### config.mk
export PLATFORM = sky130hd
export DESIGN_NAME = acdb_top
export DESIGN_NICKNAME = d
export VERILOG_FILES = /design/src/logic/acdb_pkg.sv /design/src/logic/acdb_top.sv
export SDC_FILE = /design/constraint.sdc
export NUM_CORES = 1
export LEC_CHECK = 0
export BUFFER_PORTS_ARGS = -buffer_cell sky130_fd_sc_hd__buf_2
export CAP_MARGIN = 20
export CORE_ASPECT_RATIO = 1.1
export CORE_MARGIN = 2
export CORE_UTILIZATION = 57
export CTS_BUF_LIST = sky130_fd_sc_hd__clkbuf_8
export CTS_CLUSTER_DIAMETER = 200
export DETAILED_ROUTE_END_ITERATION = 12
export GPL_TIMING_DRIVEN = 1
export PLACE_DENSITY = 0.82
export SKIP_CTS_REPAIR_TIMING = 1
export SLEW_MARGIN = 20
export SYNTH_ARGS = -nofsm -noshare
export SYNTH_HDL_FRONTEND = slang
export SYNTH_SLANG_ARGS = --single-unit
### constraint.sdc
create_clock -name clk_in -period 7 [get_ports clk_in]
set_input_delay 1.75 -clock clk_in [delete_from_list [all_inputs] [get_ports clk_in]]
set_output_delay 1.75 -clock clk_in [all_outputs]
set_load 0.03 [all_outputs]
### src/logic/acdb_pkg.sv
// Purpose: shared constants of the adc digital back end
// Assumes: byte addresses on a 32-bit avalon-mm register bus
// Notes:   one aligned word per register, unused bits read zero
package acdb_pkg;
	// ************************************************************
	// register offsets
	// ************************************************************
	localparam logic [7:0] ACDB_OFF_CLK   = 8'h00;
	localparam logic [7:0] ACDB_OFF_CTRL  = 8'h04;
	localparam logic [7:0] ACDB_OFF_DCM   = 8'h08;
	localparam logic [7:0] ACDB_OFF_DCR   = 8'h0c;
	localparam logic [7:0] ACDB_OFF_DCRES = 8'h10;
	// ************************************************************
	// field positions
	// ************************************************************
	localparam int ACDB_CLK_FIRST_LSB  = 0;
	localparam int ACDB_CLK_SECOND_LSB = 8;
	localparam int ACDB_CLK_OSR_LSB    = 16;
	localparam int ACDB_CTRL_POWER_BIT = 0;
	localparam int ACDB_CTRL_DMIC_BIT  = 1;
	localparam int ACDB_CTRL_GPF_LSB   = 2;
	localparam int ACDB_CTRL_WL_LSB    = 8;
	localparam int ACDB_DCM_EN_BIT     = 7;
	localparam int ACDB_DCM_IIR_BIT    = 5;
	localparam int ACDB_DCR_LATCH_BIT  = 6;
	localparam int ACDB_DCR_PER_BIT    = 5;
	// ************************************************************
	// reset values and codes
	// ************************************************************
	localparam logic [31:0] ACDB_RST_CLK  = 32'h0080_0101;
	localparam logic [31:0] ACDB_RST_CTRL = 32'h0000_0000;
	localparam logic [31:0] ACDB_RST_DCM  = 32'h0000_0001;
	localparam logic [31:0] ACDB_RST_DCR  = 32'h0000_0000;
	localparam logic [3:0]  ACDB_GPF_MODCLK = 4'ha;
	localparam logic [4:0]  ACDB_D_MIN = 5'h01;
	localparam logic [4:0]  ACDB_D_MAX = 5'h14;
	localparam logic [23:0] ACDB_DC_PLUS_ONE  = 24'h40_0000;
	localparam logic [23:0] ACDB_DC_MINUS_ONE = 24'hc0_0000;
	typedef enum logic [0:0] {
		ACDB_ST_IDLE = 1'b0,
		ACDB_ST_ACK  = 1'b1
	} acdb_bus_t;
endpackage : acdb_pkg

### src/logic/acdb_top.sv
// Purpose: mono adc back end, serial words, digital mic, dc measure
// Assumes: one 50 MHz clock, synchronous active-low reset
// Notes:   decimation is a plain integrate-and-dump of the bit stream
`timescale 1ns/1ns
module acdb_top
	import acdb_pkg::*;
(
	input  wire logic        clk_in,
	input  wire logic        rst_n_in,
	input  wire logic [7:0]  avs_address_in,
	input  wire logic        avs_read_in,
	input  wire logic        avs_write_in,
	input  wire logic [31:0] avs_writedata_in,
	input  wire logic [3:0]  avs_byteenable_in,
	output logic      [31:0] avs_readdata_out,
	output logic             avs_waitrequest_out,
	input  wire logic        serial_data_in,
	input  wire logic        analog_mod_bit_in,
	output logic             modulator_clock_out,
	output logic             general_purpose_pin_one_out,
	output logic             general_purpose_pin_one_oe_out,
	output logic      [31:0] left_word_out,
	output logic      [31:0] right_word_out,
	output logic             word_valid_out
);
	// ************************************************************
	// register bus
	// ************************************************************
	acdb_bus_t   state, next_state;
	logic [31:0] rdata, next_rdata;
	logic [31:0] clk_reg, next_clk_reg, ctrl_reg, next_ctrl_reg;
	logic [31:0] dcm_reg, next_dcm_reg, dcr_reg, next_dcr_reg;
	logic [23:0] readback, next_readback;
	logic [23:0] dc_result, next_dc_result;
	logic        req;

	// merge write data under byte enables
	function automatic logic [31:0] merge(input logic [31:0] old_v,
		input logic [31:0] new_v, input logic [3:0] be);
		logic [31:0] r;
		r = old_v;
		for (int i = 0; i < 4; i++) begin
			if (be[i]) begin
				r[i*8 +: 8] = new_v[i*8 +: 8];
			end
		end
		return r;
	endfunction : merge

	assign req = avs_read_in | avs_write_in;
	assign avs_waitrequest_out = req & (state == ACDB_ST_IDLE);
	assign avs_readdata_out = rdata;

	// decode, read mux and register writes
	always_comb begin
		next_state    = state;
		next_rdata    = rdata;
		next_clk_reg  = clk_reg;
		next_ctrl_reg = ctrl_reg;
		next_dcm_reg  = dcm_reg;
		next_dcr_reg  = dcr_reg;
		next_readback = readback;
		case (state)
			ACDB_ST_IDLE: begin
				if (req) begin
					next_state = ACDB_ST_ACK;
					case (avs_address_in)
						ACDB_OFF_CLK:   next_rdata = clk_reg;
						ACDB_OFF_CTRL:  next_rdata = ctrl_reg;
						ACDB_OFF_DCM:   next_rdata = dcm_reg;
						ACDB_OFF_DCR:   next_rdata = dcr_reg;
						ACDB_OFF_DCRES: next_rdata = {8'h00, readback};
						default:        next_rdata = 32'h0000_0000;
					endcase
				end
			end
			ACDB_ST_ACK: begin
				next_state = ACDB_ST_IDLE;
				if (avs_write_in) begin
					case (avs_address_in)
						ACDB_OFF_CLK: begin
							next_clk_reg = merge(clk_reg, avs_writedata_in,
								avs_byteenable_in) & 32'h00ff_7f7f;
						end
						ACDB_OFF_CTRL: begin
							next_ctrl_reg = merge(ctrl_reg, avs_writedata_in,
								avs_byteenable_in) & 32'h0000_033f;
						end
						ACDB_OFF_DCM: begin
							next_dcm_reg = merge(dcm_reg, avs_writedata_in,
								avs_byteenable_in) & 32'h0000_00bf;
						end
						ACDB_OFF_DCR: begin
							next_dcr_reg = merge(dcr_reg, avs_writedata_in,
								avs_byteenable_in) & 32'h0000_007f;
						end
						default: next_state = ACDB_ST_IDLE;
					endcase
				end
			end
			default: next_state = ACDB_ST_IDLE;
		endcase
		if (next_dcr_reg[ACDB_DCR_LATCH_BIT] && !dcr_reg[ACDB_DCR_LATCH_BIT]) begin
			next_readback = dc_result;
		end
	end

	// bus registers
	always_ff @(posedge clk_in) begin
		if (!rst_n_in) begin
			state    <= ACDB_ST_IDLE;
			rdata    <= 32'h0000_0000;
			clk_reg  <= ACDB_RST_CLK;
			ctrl_reg <= ACDB_RST_CTRL;
			dcm_reg  <= ACDB_RST_DCM;
			dcr_reg  <= ACDB_RST_DCR;
			readback <= 24'h00_0000;
		end else begin
			state    <= next_state;
			rdata    <= next_rdata;
			clk_reg  <= next_clk_reg;
			ctrl_reg <= next_ctrl_reg;
			dcm_reg  <= next_dcm_reg;
			dcr_reg  <= next_dcr_reg;
			readback <= next_readback;
		end
	end

	// ************************************************************
	// clock dividers and modulator clock
	// ************************************************************
	logic [6:0] f_first, f_second;
	logic [7:0] f_osr, n_first, n_second, half;
	logic [8:0] n_osr;
	logic [7:0] cnt1, next_cnt1, cnt2, next_cnt2;
	logic       mod_clk, next_mod_clk, tick1, mod_rise, power, dmic, dc_en;

	assign f_first  = clk_reg[ACDB_CLK_FIRST_LSB +: 7];
	assign f_second = clk_reg[ACDB_CLK_SECOND_LSB +: 7];
	assign f_osr    = clk_reg[ACDB_CLK_OSR_LSB +: 8];
	assign power    = ctrl_reg[ACDB_CTRL_POWER_BIT];
	assign dmic     = ctrl_reg[ACDB_CTRL_DMIC_BIT];
	assign dc_en    = dcm_reg[ACDB_DCM_EN_BIT];
	assign n_first  = (f_first == 7'h00) ? 8'h80 : {1'b0, f_first};
	assign n_second = (f_second == 7'h00) ? 8'h80 : {1'b0, f_second};
	// zero means 256, below two is raised to two
	assign n_osr    = (f_osr == 8'h00) ? 9'h100 :
		(f_osr < 8'h02) ? 9'h002 : {1'b0, f_osr};
	assign half     = 8'((9'(n_second) + 9'h001) >> 1);
	// codec clock over first then second divider
	// compare with >= so a divider shrunk while running wraps at once
	assign tick1    = (cnt1 >= n_first - 8'h01);
	assign mod_rise = power & tick1 & (cnt2 >= n_second - 8'h01);

	// divider counters
	always_comb begin
		next_cnt1 = 8'h00;
		next_cnt2 = 8'h00;
		if (power) begin
			next_cnt1 = tick1 ? 8'h00 : cnt1 + 8'h01;
			next_cnt2 = cnt2;
			if (tick1) begin
				next_cnt2 = (cnt2 >= n_second - 8'h01) ? 8'h00 : cnt2 + 8'h01;
			end
		end
		next_mod_clk = power & (next_cnt2 < half);
	end

	always_ff @(posedge clk_in) begin
		if (!rst_n_in) begin
			cnt1    <= 8'h00;
			cnt2    <= 8'h00;
			mod_clk <= 1'b0;
		end else begin
			cnt1    <= next_cnt1;
			cnt2    <= next_cnt2;
			mod_clk <= next_mod_clk;
		end
	end

	assign modulator_clock_out = mod_clk;
	assign general_purpose_pin_one_oe_out =
		(ctrl_reg[ACDB_CTRL_GPF_LSB +: 4] == ACDB_GPF_MODCLK);
	assign general_purpose_pin_one_out = general_purpose_pin_one_oe_out & mod_clk;

	// ************************************************************
	// audio decimation and serial words
	// ************************************************************
	logic [8:0]  osr_cnt, next_osr_cnt;
	logic [9:0]  acc, next_acc, sum10;
	logic [31:0] word, next_word, mask;
	logic        valid, next_valid, mod_bit;

	// mic mode bypasses the analog modulator
	assign mod_bit = dmic ? serial_data_in : analog_mod_bit_in;
	assign sum10   = acc + (mod_bit ? 10'h001 : 10'h3ff);

	// keep only the interface word length
	always_comb begin
		case (ctrl_reg[ACDB_CTRL_WL_LSB +: 2])
			2'b00:   mask = 32'hffff_0000;
			2'b01:   mask = 32'hffff_f000;
			2'b10:   mask = 32'hffff_ff00;
			default: mask = 32'hffff_ffff;
		endcase
	end

	// one bit per modulator clock rise
	always_comb begin
		next_osr_cnt = osr_cnt;
		next_acc     = acc;
		next_word    = word;
		next_valid   = 1'b0;
		if (!power || dc_en) begin
			next_osr_cnt = 9'h000;
			next_acc     = 10'h000;
		end else if (mod_rise) begin
			// one word pair per sample period
			if (osr_cnt == n_osr - 9'h001) begin
				next_word    = {sum10, 22'h00_0000} & mask;
				next_valid   = 1'b1;
				next_osr_cnt = 9'h000;
				next_acc     = 10'h000;
			end else begin
				next_osr_cnt = osr_cnt + 9'h001;
				next_acc     = sum10;
			end
		end
	end

	always_ff @(posedge clk_in) begin
		if (!rst_n_in) begin
			osr_cnt <= 9'h000;
			acc     <= 10'h000;
			word    <= 32'h0000_0000;
			valid   <= 1'b0;
		end else begin
			osr_cnt <= next_osr_cnt;
			acc     <= next_acc;
			word    <= next_word;
			valid   <= next_valid;
		end
	end

	assign left_word_out  = word;
	assign right_word_out = word;
	assign word_valid_out = valid;

	// ************************************************************
	// dc measurement
	// ************************************************************
	logic [4:0]  d_raw, d_eff;
	logic [20:0] avg_len, avg_cnt, next_avg_cnt;
	logic [21:0] dc_sum, next_dc_sum, sum22;
	logic [31:0] per_cnt, next_per_cnt, per_lim;
	logic [23:0] iir_y, next_iir_y, x_in;
	logic [24:0] diff;
	logic [43:0] scaled;
	logic        per_hit, iir_mode;

	assign d_raw    = dcm_reg[4:0];
	assign d_eff    = (d_raw < ACDB_D_MIN) ? ACDB_D_MIN :
		(d_raw > ACDB_D_MAX) ? ACDB_D_MAX : d_raw;
	assign iir_mode = dcm_reg[ACDB_DCM_IIR_BIT];
	assign avg_len  = 21'h00_0001 << d_eff;
	assign per_lim  = (32'h0000_0001 << dcr_reg[4:0]) - 32'h0000_0001;
	assign per_hit  = dcr_reg[ACDB_DCR_PER_BIT] & (per_cnt == per_lim);
	assign sum22    = dc_sum + (mod_bit ? 22'h00_0001 : 22'h3f_ffff);
	assign scaled   = 44'($signed({sum22, 22'h00_0000}) >>> d_eff);
	assign x_in     = mod_bit ? ACDB_DC_PLUS_ONE : ACDB_DC_MINUS_ONE;
	assign diff     = {x_in[23], x_in} - {iir_y[23], iir_y};

	// filters run only in dc mode
	always_comb begin
		next_avg_cnt   = avg_cnt;
		next_dc_sum    = dc_sum;
		next_per_cnt   = per_cnt;
		next_iir_y     = iir_y;
		next_dc_result = dc_result;
		if (!power || !dc_en) begin
			next_avg_cnt = 21'h00_0000;
			next_dc_sum  = 22'h00_0000;
			next_per_cnt = 32'h0000_0000;
		end else if (mod_rise) begin
			next_per_cnt = (per_hit || !dcr_reg[ACDB_DCR_PER_BIT]) ?
				32'h0000_0000 : per_cnt + 32'h0000_0001;
			if (iir_mode) begin
				next_iir_y     = iir_y + 24'($signed(diff) >>> d_eff);
				next_dc_result = next_iir_y;
			end else if (per_hit) begin
				next_avg_cnt = 21'h00_0000;
				next_dc_sum  = 22'h00_0000;
			end else if (avg_cnt == avg_len - 21'h00_0001) begin
				next_dc_result = scaled[23:0];
				next_avg_cnt   = 21'h00_0000;
				next_dc_sum    = 22'h00_0000;
			end else begin
				next_avg_cnt = avg_cnt + 21'h00_0001;
				next_dc_sum  = sum22;
			end
		end
	end

	always_ff @(posedge clk_in) begin
		if (!rst_n_in) begin
			avg_cnt   <= 21'h00_0000;
			dc_sum    <= 22'h00_0000;
			per_cnt   <= 32'h0000_0000;
			iir_y     <= 24'h00_0000;
			dc_result <= 24'h00_0000;
		end else begin
			avg_cnt   <= next_avg_cnt;
			dc_sum    <= next_dc_sum;
			per_cnt   <= next_per_cnt;
			iir_y     <= next_iir_y;
			dc_result <= next_dc_result;
		end
	end
endmodule : acdb_top

==> flow_summary.yaml <==
critical_path:
  critPathMaxFanout: 28
  worstSetupStartpointType: "flop"
  ff2ff_setup_slack_ps: 820
  end_kind: "flop"
  cp_data_arrival_time_ps: 6650
  crit_required_ps: 7470
  critPathKind: "reg2reg"
cells_and_area:
  registers.top_by_ff_count: "per_cnt"
  stdcell_area_um2: 21600
  syn_to_final_growth_pct: 6.61
  stdcell_count: 3178
  antennaDiodeCount: 0
  final_nets: 2843
  final_cell_mix: "nor2_1 (372), dfxtp_1 (263), nand2_1 (257)"
  layout_commonest_cell: "nor2_1"
  largest_reg_flops: 32
  drive_gt1_frac: 0.103
  fillCellCount: 3142
hold_path:
  hold_path_class: "reg2reg"
sta:
  slew_headroom: 0.251
  fmax_mhz: 162
  finClkSkew_ps: 34.8
  setup_violations: 0
  tightest_slew_ps: 1120
  timing.final.hold_violations: 0
  finalCritPeriodShare: 0.883
  rsz0062_at_grt: "no"
  slew_viol_final: 0
  period_minus_slack_ps: 6180
  tns_ps: 0
yosys:
  yosysTopAreaCellShare: 0.260
  synth_area_um2: 20300
  synth_flop_cell: "dfxtp_1"
  syn_avg_cell_area_um2: 7.46
  ys_types: 92
  ys_ff_latch: 263
  syn_inst: 2717
  synth_area_leader_cell: "dfxtp_1"
  async_flop_share: 0
  synthTopCellsByArea: "dfxtp_1 (26%), nor2_1 (6.9%), ha_1 (5.4%), a21oi_1 (5.2%), mux2i_1 (4.8%)"
  yosysWarnings: 0
  synth-edff-count: 0
  seq_area_frac_synth: 0.260
drt:
  dr_total_vias: 20400
  drt_iter0_drc: 2058
  drc_errors: 0
  drtAntennaViolNets: 0
  wl_per_cell_um: 19.0
  dr.pass1.iters: 8
  wl_um: 60400
  via_per_inst: 6.42
global_routing:
  gr-usage-met3: 0.0530
  grt.busiest_layer: "met2"
  grt_use_met1: 0.407
  antenna_found_initial: 0
  grt_pass1_vias: 18800
  use_met2: 0.516
  gr-total-overflow: 0
  grt_max_degree: 93
  track_usage: 0.317
  grt_pass1_wl_um: 96800
place:
  io_buffers: 88
  gp_congestion: 1.00
  dp.cells: 3100
  placed_cell_area_um2: 20700
  dpl.hpwl_um: 43900
floorplan:
  start_util: 0.577
  die-height_um: 202
  die_area_um2: 37100
  die_w_um: 184
  core-area_um2: 35100
  ios: 151
  rows: 72
run:
  drv_cap: 0
power_and_ir_drop:
  power_switching_share: 0.259
  p_clk_frac: 0.459
  internal_power_uw: 2340
  ir_worst_vdd_uv: 126
  p_total_uw: 3160
  p_sw_uw: 819
  leakagePower_uw: 0.00826
  p_seq_frac: 0.475
  comb_power_share: 0.066
  power_density_nw_per_um2: 146
clocking:
  cts_buffer_depth: 3
  numCtsBuffers: 45
  cts_root_buffer: "clkbuf_8"
  numClockSinks: 263
  cts.clk_slew.worst_paths_ps: 60
  clkLatencyLatePin_ps: 630
  tritoncts: "done"
  htreeDepth: 2
run_status:
  status: "finished, final reports clean"
## power by group through the flow
| stage | logic [µW] | clock network (µW) | registers [µW] |
|---|---|---|---|
| after floorplan | 164 | 0 | 1540 |
| after global placement | 199 | 0 | 1540 |
| after detailed placement | 202 | 0 | 1540 |
| after CTS | 203 | 1480 | 1500 |
| after global routing | 223 | 1540 | 1500 |
| final | 208 | 1450 | 1500 |
## cell families (layout without fill, tap and decap cells)
family                   Yosys count  after routing  synth area share
AND/OR/NAND/NOR                 1063           1063             0.245
AO/OA/AOI/OAI                    689            689             0.225
buffers and inverters            316            281            0.0731
flip-flops                       263            263             0.260
XOR/XNOR                         173            173            0.0775
multiplexers                     121            121            0.0623
adder cells (fa/ha/maj)           90             90            0.0567
other                              2             54          0.000370
## synthesized netlist by cell type (all sizes together) (27+ instances only)
cell type,n
nand2,258
clkbuf,136
o211ai,29
a211oi,42
nand4,36
mux2i,98
nand2b,27
dfxtp,263
a31oi,33
buf,113
nand3,92
nor3,106
o21ai,108
xnor2,89
inv,66
xor2,80
o22ai,27
nor2,377
a21o,31
a21oi,210
ha,87
nor4,30
## through the flow
| step | worst slack [ps] | util | hold slack (ps) |
|---|---|---|---|
| after floorplan | 543 | - | 429 |
| after global placement | 568 | 0.588 | 443 |
| after detailed placement | 547 | 0.588 | 447 |
| after CTS | 1010 | 0.614 | 455 |
| after global routing | 397 | 0.615 | 470 |
| final | 821 | 0.615 | 457 |
## layer usage
metal | vias to the layer above | routed length (µm)
met5 | - | 0
met4 | 0 | 2840
met3 | 218 | 4560
met2 | 1001 | 27600
met1 | 9528 | 25400
li1 | 9655 | -
## worst paths after layout
check	depth (start not counted)	endpoint	from
hold reg to reg	2	readback[0]	dc_result[0]
hold / removal	2	readback[0]	dc_result[0]
setup / recovery	21	dc_result[15]	dcm_reg[1]
setup reg to reg	21	dc_result[15]	dcm_reg[1]
## worst max-delay path, stage by stage (launching register included)
cell and delay (ps):
dfxtp_1 310, nor4_1 890, inv_1 240, o21ai_4 390, buf_4 350, nor2_1 70, a311oi_1 260, o32ai_1 130
mux2i_1 300, mux2i_1 130, nand2_1 100, o221ai_1 180, ha_1 390, o2111ai_1 310, o211a_1 180, a2bb2oi_1 460
a21boi_0 290, a21o_1 230, a21oi_1 170, xnor2_1 200, a211oi_1 330, a21oi_1 110
## final cells by class
class	count	area (µm²)	area share
Inverter	67	254	0.0118
Multi-Input combinational cell	2190	13800	0.638
Timing Repair Buffer	136	813	0.0376
Tap cell	444	556	0.0257
Sequential cell	263	5270	0.244
Clock buffer	59	812	0.0376
Clock inverter	19	118	0.00544
Power figures use the tool's default switching activity.
